==> config.mk <==
export PLATFORM = sky130hd
export DESIGN_NAME = ppc_power_cap
export DESIGN_NICKNAME = d
export VERILOG_FILES = /design/src/design/ppc_pkg.sv /design/src/design/ppc_power_cap.sv
export SDC_FILE = /design/constraint.sdc
export NUM_CORES = 1
export LEC_CHECK = 0
export BUFFER_PORTS_ARGS = -buffer_cell sky130_fd_sc_hd__buf_2
export CAP_MARGIN = 15
export CORE_MARGIN = 1
export CORE_UTILIZATION = 30
export CTS_BUF_LIST = sky130_fd_sc_hd__clkbuf_4
export DETAILED_ROUTE_END_ITERATION = 12
export GPL_TIMING_DRIVEN = 1
export PLACE_DENSITY_LB_ADDON = 0.1
export SYNTH_ARGS = -nofsm -noshare
export SYNTH_HDL_FRONTEND = slang
export SYNTH_SLANG_ARGS = --single-unit
==> constraint.sdc <==
create_clock -name clk -period 5.08 [get_ports clk]
set_input_delay 1.016 -clock clk [delete_from_list [all_inputs] [get_ports clk]]
set_output_delay 1.016 -clock clk [all_outputs]
set_load 0.01 [all_outputs]
==> src/design/ppc_pkg.sv <==
// constants, register map and state type of the power-management capability block
// assumes a 20 MHz clock and a word-aligned plain register port
package ppc_pkg;

    // bus and word widths
    localparam int ADDR_W = 8;
    localparam int DATA_W = 32;
    localparam int CFG_W  = 16;
    localparam int IRQ_W  = 4;

    // timing
    localparam int CLK_PERIOD_NS       = 50;
    localparam int SRST_TIME_NS        = 1000;
    localparam int SRST_CYCLES         = (SRST_TIME_NS + CLK_PERIOD_NS - 1) / CLK_PERIOD_NS;
    localparam int SRST_CNT_W          = $clog2(SRST_CYCLES + 1);
    localparam int FETCH_TIMEOUT_CYC   = 4096;
    localparam int FETCH_CNT_W         = 13;

    // configuration word fields
    localparam int CFG_CAP_LIST_BIT    = 15;
    localparam int CFG_SKIP_SRST_BIT   = 14;
    localparam int CFG_WAKE_D2_BIT     = 12;
    localparam int CFG_WAKE_D1_BIT     = 11;
    localparam int CFG_D2_STATE_SUPPORTED_BIT      = 10;
    localparam int CFG_D1_STATE_SUPPORTED_BIT      = 9;
    localparam logic [CFG_W-1:0] CFG_DEFAULT = 16'h0000;

    // copies of configuration fields in the capability registers
    localparam int PMC_WAKE_D2_BIT     = 13;
    localparam int PMC_WAKE_D1_BIT     = 12;
    localparam int PMC_D2_STATE_SUPPORTED_BIT      = 10;
    localparam int PMC_D1_STATE_SUPPORTED_BIT      = 9;
    localparam int CID_WAKE_D2_BIT     = 29;
    localparam int CID_WAKE_D1_BIT     = 28;
    localparam int CID_D2_STATE_SUPPORTED_BIT      = 26;
    localparam int CID_D1_STATE_SUPPORTED_BIT      = 25;
    localparam int CCS_CAP_LIST_BIT    = 20;
    localparam int CPM_SKIP_SRST_BIT   = 3;
    localparam int CPM_INIT_DONE_BIT   = 0;

    // power control and status fields
    localparam int PCS_STATE_LSB       = 0;
    localparam int PCS_STATE_W         = 2;
    localparam int PCS_WAKE_EVENT_ENABLE_BIT      = 8;
    localparam int PCS_PME_STAT_BIT    = 15;
    localparam logic [1:0] PS_D0       = 2'h0;
    localparam logic [1:0] PS_D1       = 2'h1;
    localparam logic [1:0] PS_D2       = 2'h2;
    localparam logic [1:0] PS_D3HOT    = 2'h3;

    // register byte offsets
    localparam logic [ADDR_W-1:0] OFF_CFG_WORD   = 8'h00;
    localparam logic [ADDR_W-1:0] OFF_CFG_CMD_ST = 8'h04;
    localparam logic [ADDR_W-1:0] OFF_CAP_ID     = 8'h08;
    localparam logic [ADDR_W-1:0] OFF_PM_CAP     = 8'h0C;
    localparam logic [ADDR_W-1:0] OFF_PM_CTRL    = 8'h10;
    localparam logic [ADDR_W-1:0] OFF_CHIP_PMC   = 8'h14;
    localparam logic [ADDR_W-1:0] OFF_IRQ_STAT   = 8'h18;
    localparam logic [ADDR_W-1:0] OFF_IRQ_MASK   = 8'h1C;

    // interrupt event bits
    localparam int EV_PME      = 0;
    localparam int EV_SOFT_RST = 1;
    localparam int EV_CFG_DONE = 2;
    localparam int EV_BUS_RST  = 3;

    typedef enum logic [1:0] {PH_START, PH_FETCH, PH_RUN, PH_SRST} ppc_phase_t;

    typedef struct packed {
        ppc_phase_t              phase;
        logic [CFG_W-1:0]        cfg;
        logic [1:0]              pstate;
        logic                    d0_init;
        logic                    wake_event_enable;
        logic                    pme_stat;
        logic [IRQ_W-1:0]        irq_stat;
        logic [IRQ_W-1:0]        irq_mask;
        logic [SRST_CNT_W-1:0]   srst_cnt;
        logic [FETCH_CNT_W-1:0]  fetch_cnt;
        logic                    srst;
        logic                    cfg_req;
        logic [DATA_W-1:0]       rdata;
    } ppc_state_t;

endpackage : ppc_pkg

==> src/design/ppc_power_cap.sv <==
// power-management capability block: config load, power states, wake event, registers
// assumes a host master on the plain register port and a serial config reader outside
//
// Implementation choices: the plain strobed port and the address map.
`timescale 1ns/10ps
`default_nettype none

////////////////////////////////////////////////////////////////////////////////
// Behaviour
// skip bit set: software D3hot to D0 keeps context, no internal reset.
// skip bit clear: software D3hot to D0 runs internal reset, context lost.
// bus reset gives D0 uninitialized, keeping wake context only if supported and enabled.
// skip bit copied into bit 3 of chip power control register.
// D2 wake allowed only when D2 wake bit and wake enable set.
// D2 wake bit copied to capabilities bit 13 and id word bit 29.
// D1 wake allowed only when D1 wake bit and wake enable set.
// D1 wake bit copied to capabilities bit 12 and id word bit 28.
// D2 support bit enables D2 state, copied to bits 10 and 26.
// capability list bit copied into command status capability flag.
// capability list bit reports whether a new capability list exists.
// load config word after reset before host reads; defaults without memory.
module ppc_power_cap #(
    parameter logic [ppc_pkg::CFG_W-1:0] CFG_RESET_WORD = ppc_pkg::CFG_DEFAULT,
    parameter int                        FETCH_TIMEOUT  = ppc_pkg::FETCH_TIMEOUT_CYC
) (
    input  wire logic                          clk,
    input  wire logic                          reset,
    input  wire logic                          bus_reset,
    input  wire logic [ppc_pkg::ADDR_W-1:0]    addr,
    input  wire logic [ppc_pkg::DATA_W-1:0]    wdata,
    input  wire logic                          wr_en,
    input  wire logic                          rd_en,
    output logic      [ppc_pkg::DATA_W-1:0]    rdata,
    input  wire logic                          cfg_present,
    output logic                               cfg_req,
    input  wire logic                          cfg_valid,
    input  wire logic [ppc_pkg::CFG_W-1:0]     cfg_data,
    output logic                               cfg_loaded,
    input  wire logic                          wake_event,
    output logic                               pme_request,
    output logic                               soft_reset,
    output logic      [1:0]                    power_state,
    output logic                               d0_initialized,
    output logic                               irq
);
    import ppc_pkg::*;

    ppc_state_t state_reg;
    ppc_state_t state_next;

    logic       wake_ok;
    logic       legal_ps;
    logic [1:0] new_ps;
    logic       pme_supported;
    logic [IRQ_W-1:0] ev;

    ////////////////////////////////////////////////////////////////////////////
    // state-dependent wake permission
    function automatic logic wake_allowed(input logic [1:0] ps, input logic [CFG_W-1:0] c);
        logic ok;
        ok = 1'b1;
        if (ps == PS_D1) begin
            ok = c[CFG_WAKE_D1_BIT];
        end else if (ps == PS_D2) begin
            ok = c[CFG_WAKE_D2_BIT];
        end
        return ok;
    endfunction : wake_allowed

    ////////////////////////////////////////////////////////////////////////////
    // next state
    always_comb begin
        state_next    = state_reg;
        state_next.rdata = '0;
        ev            = '0;
        new_ps        = wdata[PCS_STATE_LSB +: PCS_STATE_W];
        legal_ps      = (new_ps == PS_D0) || (new_ps == PS_D3HOT)
                     || ((new_ps == PS_D1) && state_reg.cfg[CFG_D1_STATE_SUPPORTED_BIT])
                     || ((new_ps == PS_D2) && state_reg.cfg[CFG_D2_STATE_SUPPORTED_BIT]);
        pme_supported = state_reg.cfg[CFG_WAKE_D1_BIT] || state_reg.cfg[CFG_WAKE_D2_BIT];
        wake_ok       = wake_allowed(state_reg.pstate, state_reg.cfg);

        // config load sequence
        unique case (state_reg.phase)
            PH_START: begin
                state_next.fetch_cnt = '0;
                if (cfg_present) begin
                    state_next.cfg_req = 1'b1;
                    state_next.phase   = PH_FETCH;
                end else begin
                    state_next.cfg   = CFG_RESET_WORD;
                    state_next.phase = PH_RUN;
                    ev[EV_CFG_DONE]  = 1'b1;
                end
            end
            PH_FETCH: begin
                state_next.fetch_cnt = state_reg.fetch_cnt + 1'b1;
                if (cfg_valid) begin
                    state_next.cfg     = cfg_data;
                    state_next.cfg_req = 1'b0;
                    state_next.phase   = PH_RUN;
                    ev[EV_CFG_DONE]    = 1'b1;
                end else if (state_reg.fetch_cnt == FETCH_CNT_W'(FETCH_TIMEOUT - 1)) begin
                    state_next.cfg     = CFG_RESET_WORD;
                    state_next.cfg_req = 1'b0;
                    state_next.phase   = PH_RUN;
                    ev[EV_CFG_DONE]    = 1'b1;
                end
            end
            PH_RUN: begin
                state_next.fetch_cnt = '0;
            end
            PH_SRST: begin
                if (state_reg.srst_cnt == '0) begin
                    state_next.phase = PH_START;
                end else begin
                    state_next.srst_cnt = state_reg.srst_cnt - 1'b1;
                end
            end
        endcase

        // host register writes, taken only once the config word is valid
        if (wr_en && state_reg.phase == PH_RUN) begin
            unique case (addr)
                OFF_PM_CTRL: begin
                    state_next.wake_event_enable = wdata[PCS_WAKE_EVENT_ENABLE_BIT];
                    if (wdata[PCS_PME_STAT_BIT]) begin
                        state_next.pme_stat = 1'b0;
                    end
                    if (legal_ps) begin
                        if (state_reg.pstate == PS_D3HOT && new_ps == PS_D0) begin
                            if (state_reg.cfg[CFG_SKIP_SRST_BIT]) begin
                                state_next.pstate = PS_D0;
                            end else begin
                                state_next.pstate   = PS_D0;
                                state_next.d0_init  = 1'b0;
                                state_next.irq_mask = '0;
                                state_next.wake_event_enable   = 1'b0;
                                state_next.pme_stat = 1'b0;
                                state_next.cfg_req  = 1'b0;
                                state_next.srst_cnt = SRST_CNT_W'(SRST_CYCLES - 1);
                                state_next.phase    = PH_SRST;
                                ev[EV_SOFT_RST]     = 1'b1;
                            end
                        end else begin
                            state_next.pstate = new_ps;
                        end
                    end
                end
                OFF_CHIP_PMC: begin
                    if (state_reg.pstate == PS_D0) begin
                        state_next.d0_init = wdata[CPM_INIT_DONE_BIT];
                    end
                end
                OFF_IRQ_STAT: begin
                    state_next.irq_stat = state_reg.irq_stat & ~wdata[IRQ_W-1:0];
                end
                OFF_IRQ_MASK: begin
                    state_next.irq_mask = wdata[IRQ_W-1:0];
                end
                default: begin
                end
            endcase
        end

        // wake events; set wins over a clear in the same cycle
        if (wake_event && state_reg.wake_event_enable && wake_ok && state_reg.phase == PH_RUN) begin
            state_next.pme_stat = 1'b1;
            ev[EV_PME]          = 1'b1;
        end

        // bus segment reset: back to D0 uninitialized, reload config
        if (bus_reset) begin
            state_next.phase    = PH_START;
            state_next.pstate   = PS_D0;
            state_next.d0_init  = 1'b0;
            state_next.cfg_req  = 1'b0;
            state_next.srst_cnt = '0;
            state_next.wake_event_enable   = pme_supported && state_reg.wake_event_enable;
            state_next.pme_stat = pme_supported && state_reg.wake_event_enable && state_reg.pme_stat;
            ev                  = '0;
            ev[EV_BUS_RST]      = 1'b1;
        end

        state_next.irq_stat = state_next.irq_stat | ev;
        state_next.srst     = (state_next.phase == PH_SRST);

        // register reads, answered the following cycle
        if (rd_en) begin
            unique case (addr)
                OFF_CFG_WORD: begin
                    state_next.rdata[CFG_W-1:0] = state_reg.cfg;
                end
                OFF_CFG_CMD_ST: begin
                    state_next.rdata[CCS_CAP_LIST_BIT] = state_reg.cfg[CFG_CAP_LIST_BIT];
                end
                OFF_CAP_ID: begin
                    state_next.rdata[CID_WAKE_D2_BIT] = state_reg.cfg[CFG_WAKE_D2_BIT];
                    state_next.rdata[CID_WAKE_D1_BIT] = state_reg.cfg[CFG_WAKE_D1_BIT];
                    state_next.rdata[CID_D2_STATE_SUPPORTED_BIT]  = state_reg.cfg[CFG_D2_STATE_SUPPORTED_BIT];
                    state_next.rdata[CID_D1_STATE_SUPPORTED_BIT]  = state_reg.cfg[CFG_D1_STATE_SUPPORTED_BIT];
                end
                OFF_PM_CAP: begin
                    state_next.rdata[PMC_WAKE_D2_BIT] = state_reg.cfg[CFG_WAKE_D2_BIT];
                    state_next.rdata[PMC_WAKE_D1_BIT] = state_reg.cfg[CFG_WAKE_D1_BIT];
                    state_next.rdata[PMC_D2_STATE_SUPPORTED_BIT]  = state_reg.cfg[CFG_D2_STATE_SUPPORTED_BIT];
                    state_next.rdata[PMC_D1_STATE_SUPPORTED_BIT]  = state_reg.cfg[CFG_D1_STATE_SUPPORTED_BIT];
                end
                OFF_PM_CTRL: begin
                    state_next.rdata[PCS_STATE_LSB +: PCS_STATE_W] = state_reg.pstate;
                    state_next.rdata[PCS_WAKE_EVENT_ENABLE_BIT]   = state_reg.wake_event_enable;
                    state_next.rdata[PCS_PME_STAT_BIT] = state_reg.pme_stat;
                end
                OFF_CHIP_PMC: begin
                    state_next.rdata[CPM_SKIP_SRST_BIT] = state_reg.cfg[CFG_SKIP_SRST_BIT];
                    state_next.rdata[CPM_INIT_DONE_BIT] = state_reg.d0_init;
                end
                OFF_IRQ_STAT: begin
                    state_next.rdata[IRQ_W-1:0] = state_reg.irq_stat;
                end
                OFF_IRQ_MASK: begin
                    state_next.rdata[IRQ_W-1:0] = state_reg.irq_mask;
                end
                default: begin
                end
            endcase
        end
    end

    ////////////////////////////////////////////////////////////////////////////
    // state register
    always_ff @(posedge clk or posedge reset) begin
        if (reset) begin
            state_reg <= '{phase: PH_START, pstate: PS_D0, default: '0};
        end else begin
            state_reg <= state_next;
        end
    end

    ////////////////////////////////////////////////////////////////////////////
    // outputs
    assign rdata          = state_reg.rdata;
    assign cfg_req        = state_reg.cfg_req;
    assign cfg_loaded     = (state_reg.phase == PH_RUN);
    assign soft_reset     = state_reg.srst;
    assign power_state    = state_reg.pstate;
    assign d0_initialized = state_reg.d0_init;
    assign pme_request    = state_reg.pme_stat && state_reg.wake_event_enable && wake_ok;
    assign irq            = |(state_reg.irq_stat & state_reg.irq_mask);

endmodule : ppc_power_cap

`default_nettype wire

* Word level (Yosys, flattened, before mapping)
Cells that the tools add are included.
Storage, ports and cells: register bits after elaboration 72, bits of input ports 64, output and inout port bits 40, word-level logic and storage cells 160
Cells by class: add/subtract/negate cells 2, eq/ne operators 27, mux-type cells 76, bitwise gates (word level) 4, reduce and logical (&&, ||, !) cells 38
Operators by type and width (count):
- $mux 18 | 3
- $eq 8x5->1 const B | 4
- $mux 16 | 2
- $mux 2 | 16
- $pmux 16 s2 | 1
- $mux 5 | 6
- $mux 1 | 27
- $mux 9 | 3
- $pmux 13 s2 | 1
- $eq 8x4->1 const B | 2
- $ne 3x3->1 const B | 5
- $eq 2x2->1 const B | 7
- $add 13x1->13 const B | 1
- $eq 13x12->1 const B | 1
- $mux 4 | 3
- $reduce_bool 2->1 | 6
- $logic_and 1x1->1 | 11
- $pmux 1 s2 | 5
- $reduce_bool 3->1 | 3
- $and 4x4->4 | 2
- $eq 8x3->1 const B | 1
- $logic_not 8->1 | 1
- $ne 2x2->1 const B | 4
- $pmux 1 s4 | 2
- other kinds (19) | 30

* Longest topological paths before layout
depth after elaboration 11, gate-level depth with buffers 8, mapped depth without buffers 7

* Worst setup path before layout
No wires, ideal clock.
kind input to register, from input port addr[3] in the netlist's numbering, to register state_reg, in the netlist power_state[1], setup time 0.072 ns, arrival 2.696 ns, required time 5.008 ns, path slack 2.311 ns, stages 7, buffers on the path 2, path through buf_6 -> or4_4 -> or3_1 -> clkbuf_2 -> a31oi_1 -> mux2_2 -> nor2_1
Between the ends: longest elaborated chain between the ends 3
RTL lines:
- start: declaration | line ppc_power_cap.sv:29 | input wire logic [ppc_pkg::ADDR_W-1:0] addr,
- $eq 8x5->1 | line ppc_power_cap.sv:124 | unique case (addr)
- $reduce_bool 2->1 (no line)
- $reduce_and 3->1 (no line)
- end signal: assignment | line ppc_power_cap.sv:236 | state_reg <= state_next;
- end: declaration | line ppc_power_cap.sv:48 | ppc_state_t state_reg;
Every way passes these cells. A chain may end at the register's enable or synchronous reset.

* Worst setup path in the final report
from register state_reg, in the netlist power_state[1], to output port pme_request
Between the ends: longest elaborated chain between the ends 4, elaborated cells between the ends (all ways) 5, classes of those cells eq/ne (2); mux (2); reduce/logical (1)
RTL lines:
- $eq 2x2->1 | line ppc_power_cap.sv:64 | end else if (ps == PS_D2) begin
- $mux 1 | line ppc_power_cap.sv:64
- $mux 1 * | line ppc_power_cap.sv:62 | if (ps == PS_D1) begin
- $logic_and 1x1->1 * | line ppc_power_cap.sv:248 | assign pme_request = state_reg.pme_stat && state_reg.wake_event_enable && wake_ok;
- end: declaration | line ppc_power_cap.sv:40 | output logic pme_request,
Mark *: on every way between the ends. The rest lies on a longest branch, timed or not.

==> results_dict.tcl <==
set metrics [dict create \
    seq_power_share_pct 56.8 \
    clock_transition_time_at_the_flip_flop_clock_pins_of_the_worst_setup_and_hold_paths_ps 160 \
    worst_hold_path_type "reg -> reg" \
    synth_enable_flop_cells 0 \
    power.ir.vdd_worst_uv 98.5 \
    finish.net_count 465 \
    design.die.area_sq_mm 0.0125 \
    cp_data_required_time_ps 4060 \
    power.density_mw_per_mm2 270 \
    hold_path_startpoint "state_reg[71]" \
    critical_path.reg2reg.startpoint "state_reg[81]" \
    largest_register_ff_count 46 \
    syn-mean-instance-area_sq_um 10.2 \
    cts.htree.levels 3 \
    place.gp.congestion 0.814 \
    combPwrFrac_pct 9.4 \
    delay_of_the_slowest_cell_on_the_worst_path_ps 490 \
    yosysTopAreaCellShare_pct 49.7 \
    route.detailed.wl_per_inst_um 15.8 \
    antennaDiodeCount 0 \
    proportion_of_total_power_due_to_net_switching_pct 31.1 \
    total_detailed_routing_wirelength_um 8570 \
    buffer_ports.inserted 66 \
    proportion_of_layout_cells_with_a_drive_suffix_above_1_pct 22.8 \
    setup.worst_path.start_class "flop" \
    postCtsSetupRepairBufs 0 \
    synth_cell_type_count 55 \
    global_route.usage.total_pct 14.7 \
    placement_row_count 39 \
    timing.setup.critical_path_class "reg -> out" \
    rr_endpoint "power_state[1]" \
    wl_met2_um 4030 \
    initial_utilization_pct 31.2 \
    cp-end-kind "output port" \
    total_power_mw 1.08 \
    largest_net_degree_at_the_start_of_global_routing 41 \
    worst_slew_pin_slew_ps 1060 \
    yosys_warnings 0 \
    dp.final_hpwl_um 6110 \
    clockBufferDepth 2 \
    worstSkewPairLatency_ps 430 \
    power.switching_mw 0.336 \
    netlist.top_cell.by_area "dfrtp_1" \
    io_pins 104 \
    fp.dieH_um 112 \
    detailed_place.area_sq_mm 0.00387 \
    synth-async-reset-ratio_pct 100 \
    critPathTopFamily "flip-flops" \
    area_delta_synth_final_pct 10.5 \
    grt_setup_unrepaired "no" \
    clkPwrFrac_pct 33.8 \
    cap_violations 0 \
    min_delay_path_depth 1 \
    layout_worst_path_cycle_share_pct 53.5 \
    die_width_um 112 \
    synth_sequential_area_ratio_pct 49.7 \
    detailroute.via_count 2560 \
    wl_met3_um 390 \
    setup_total_negative_slack_ps 0 \
    run_status "finished, violations left" \
    finalMaxSlewViolations 0 \
    grt_antenna_before_repair 0 \
    dr.first_iter.drc_count 163 \
    synth_top_cells_by_area "dfrtp_1 (50%), buf_4 (7.0%), and2_1 (5.0%)" \
    first_global_vias 2513 \
    drt-pass1-iter-count 11 \
    clk_root_buffer_cell "clkbuf_4" \
    syn-cell-area_sq_mm 0.00363 \
    crit_path_cell_trace "inv_1 -> o311a_1 -> and2_1 -> buf_2" \
    worst_hold_path.endpoint "rdata[6]" \
    finalClockSkew_ps 27.2 \
    global_route_wire_length_before_repair_um 13900 \
    cts_num_sinks 72 \
    power_report.internal_total_mw 0.746 \
    synthesis.instances 354 \
    cts.repair.resized 0 \
    highest_layer "met4" \
    met1Wirelength_um 4070 \
    whs_ps 501 \
    fmaxAchievable_mhz 368 \
    r2r.worst_path.cells 5 \
    postRouteAntennaNets 0 \
    tritoncts "done" \
    crit_fanout 6 \
    synth-main-ff-cell "dfrtp_1" \
    vias_per_cell 4.71 \
    layout.filler_cells 1218 \
    grt_overflow 0 \
    timing_hold_violations_final 0 \
    worst-endpoint-arrival_ps 1700 \
    synth.ff_latch_count 72 \
    cp_slowest_cell "dfrtp_1" \
    final.min_clock_period_ps 2720 \
    timing.final.setup_violations 0 \
    path_depth 4 \
    critical_path.n_buffers_inverters 2 \
    timing.slew.headroom_pct 28.1 \
    floorplan.core_area_sq_mm 0.0116 \
    cts-buffers-inserted 9 \
    violations "DRC" \
    route.detailed.drc 7 \
    final_cell_area_sq_mm 0.00401 \
    ctsHoldBuffers 0 \
    r2r_slack_ps 2800 \
    leak_pwr_nw 1.94 \
    final_core_utilization_pct 34.5 \
]
## cell families after synthesis
logic type | after synthesis | share of synthesized area (%)
AOI/OAI and AO/OA | 58 | 11.7
xor gates and xnor gates | 14 | 3.38
adders and majority gates | 6 | 2.07
buffers and inverters | 59 | 9.87
DFF | 72 | 49.7
muxes | 9 | 2.97
other | 1 | 0.103
and+or+nand+nor | 135 | 20.3
## routing by layer
layer  global-route usage [%]  vias to the layer above
met2                     23.2                       62
met5                        0                        -
met1                     19.5                     1224
met3                     4.30                        4
li1                         -                     1270
met4                     4.62                        0
## worst max path at each step
stage                    from        endpoint  slack, ps
3_5_place_dp          addr[5]      soft_reset       2050
2_1_floorplan           reset         cfg_req       2240
4_1_cts        power_state[1]     pme_request       2280
6_report       power_state[1]     pme_request       2360
3_3_place_gp          addr[5]  power_state[1]       2040
5_1_grt        power_state[1]     pme_request       2220
## synth_stat cells (all sizes together), types with 3 or more instances
cell,count
or4,3
inv,11
nor2b,11
nand4,4
ha,6
xnor2,12
a22o,16
nor2,23
buf,36
nand2b,3
nand2,24
nor4,3
dfrtp,72
a21oi,8
o21ai,10
clkbuf,12
mux2i,7
nand3,18
and2,29
a22oi,6
## metrics by stage
stage | setup WS [ps] | cells
finish | 2360 | 543
global route | 2220 | 543
CTS | 2280 | 543
detailed placement | 2050 | 527
global placement | 2040 | 527
floorplan | 2240 | 364
## cell usage in the layout (no fill, tap or decap), types with 2 or more instances in the layout
master | synthesis | layout
conb_1 | 1 | 11
nand3_1 | 18 | 18
xnor2_1 | 12 | 12
inv_8 | 0 | 2
xor2_1 | 2 | 2
mux2i_1 | 7 | 7
buf_2 | 0 | 66
nor3b_1 | 2 | 2
nor2b_1 | 11 | 11
a22o_1 | 16 | 16
inv_1 | 11 | 10
a21oi_1 | 8 | 8
ha_1 | 6 | 6
and2_1 | 29 | 29
o21ai_0 | 10 | 10
a21o_1 | 2 | 2
a31oi_1 | 2 | 2
nor2_1 | 23 | 23
nor4_1 | 3 | 3
nand2_1 | 24 | 24
and4_1 | 2 | 2
inv_6 | 0 | 4
clkbuf_4 | 0 | 9
or3_1 | 2 | 2
a22oi_1 | 6 | 6
nand3b_1 | 2 | 2
nand2b_1 | 3 | 3
nor4b_1 | 2 | 2
a21bo_2 | 2 | 2
nand4_1 | 4 | 4
nor3_1 | 2 | 2
buf_4 | 34 | 2
dfrtp_1 | 72 | 72
## power groups by stage
stage	logic (mW)	clock network, mW	registers, mW
4_1_cts	0.105	0.388	0.616
6_report	0.102	0.366	0.615
3_5_place_dp	0.105	0	0.627
5_1_grt	0.116	0.414	0.620
2_1_floorplan	0.0766	0	0.613
3_3_place_gp	0.104	0	0.627
## layout make-up
type / instances / area, sq um / area share (%)
Sequential cell: 72 / 1800 / 45.0
Multi-Input combinational cell: 233 / 1510 / 37.6
Timing Repair Buffer: 68 / 345 / 8.62
Tap cell: 143 / 179 / 4.47
Clock buffer: 9 / 67.6 / 1.69
Clock inverter: 7 / 66.3 / 1.66
Inverter: 11 / 41.3 / 1.03
## worst reg2reg max path, stage by stage (launching register included)
cell and delay [ps]:
dfrtp_1 610, nand3b_1 360, or3_1 530, a31oi_1 280, mux2_2 370, nor2_1 80
(Power assumes the default switching activity.)
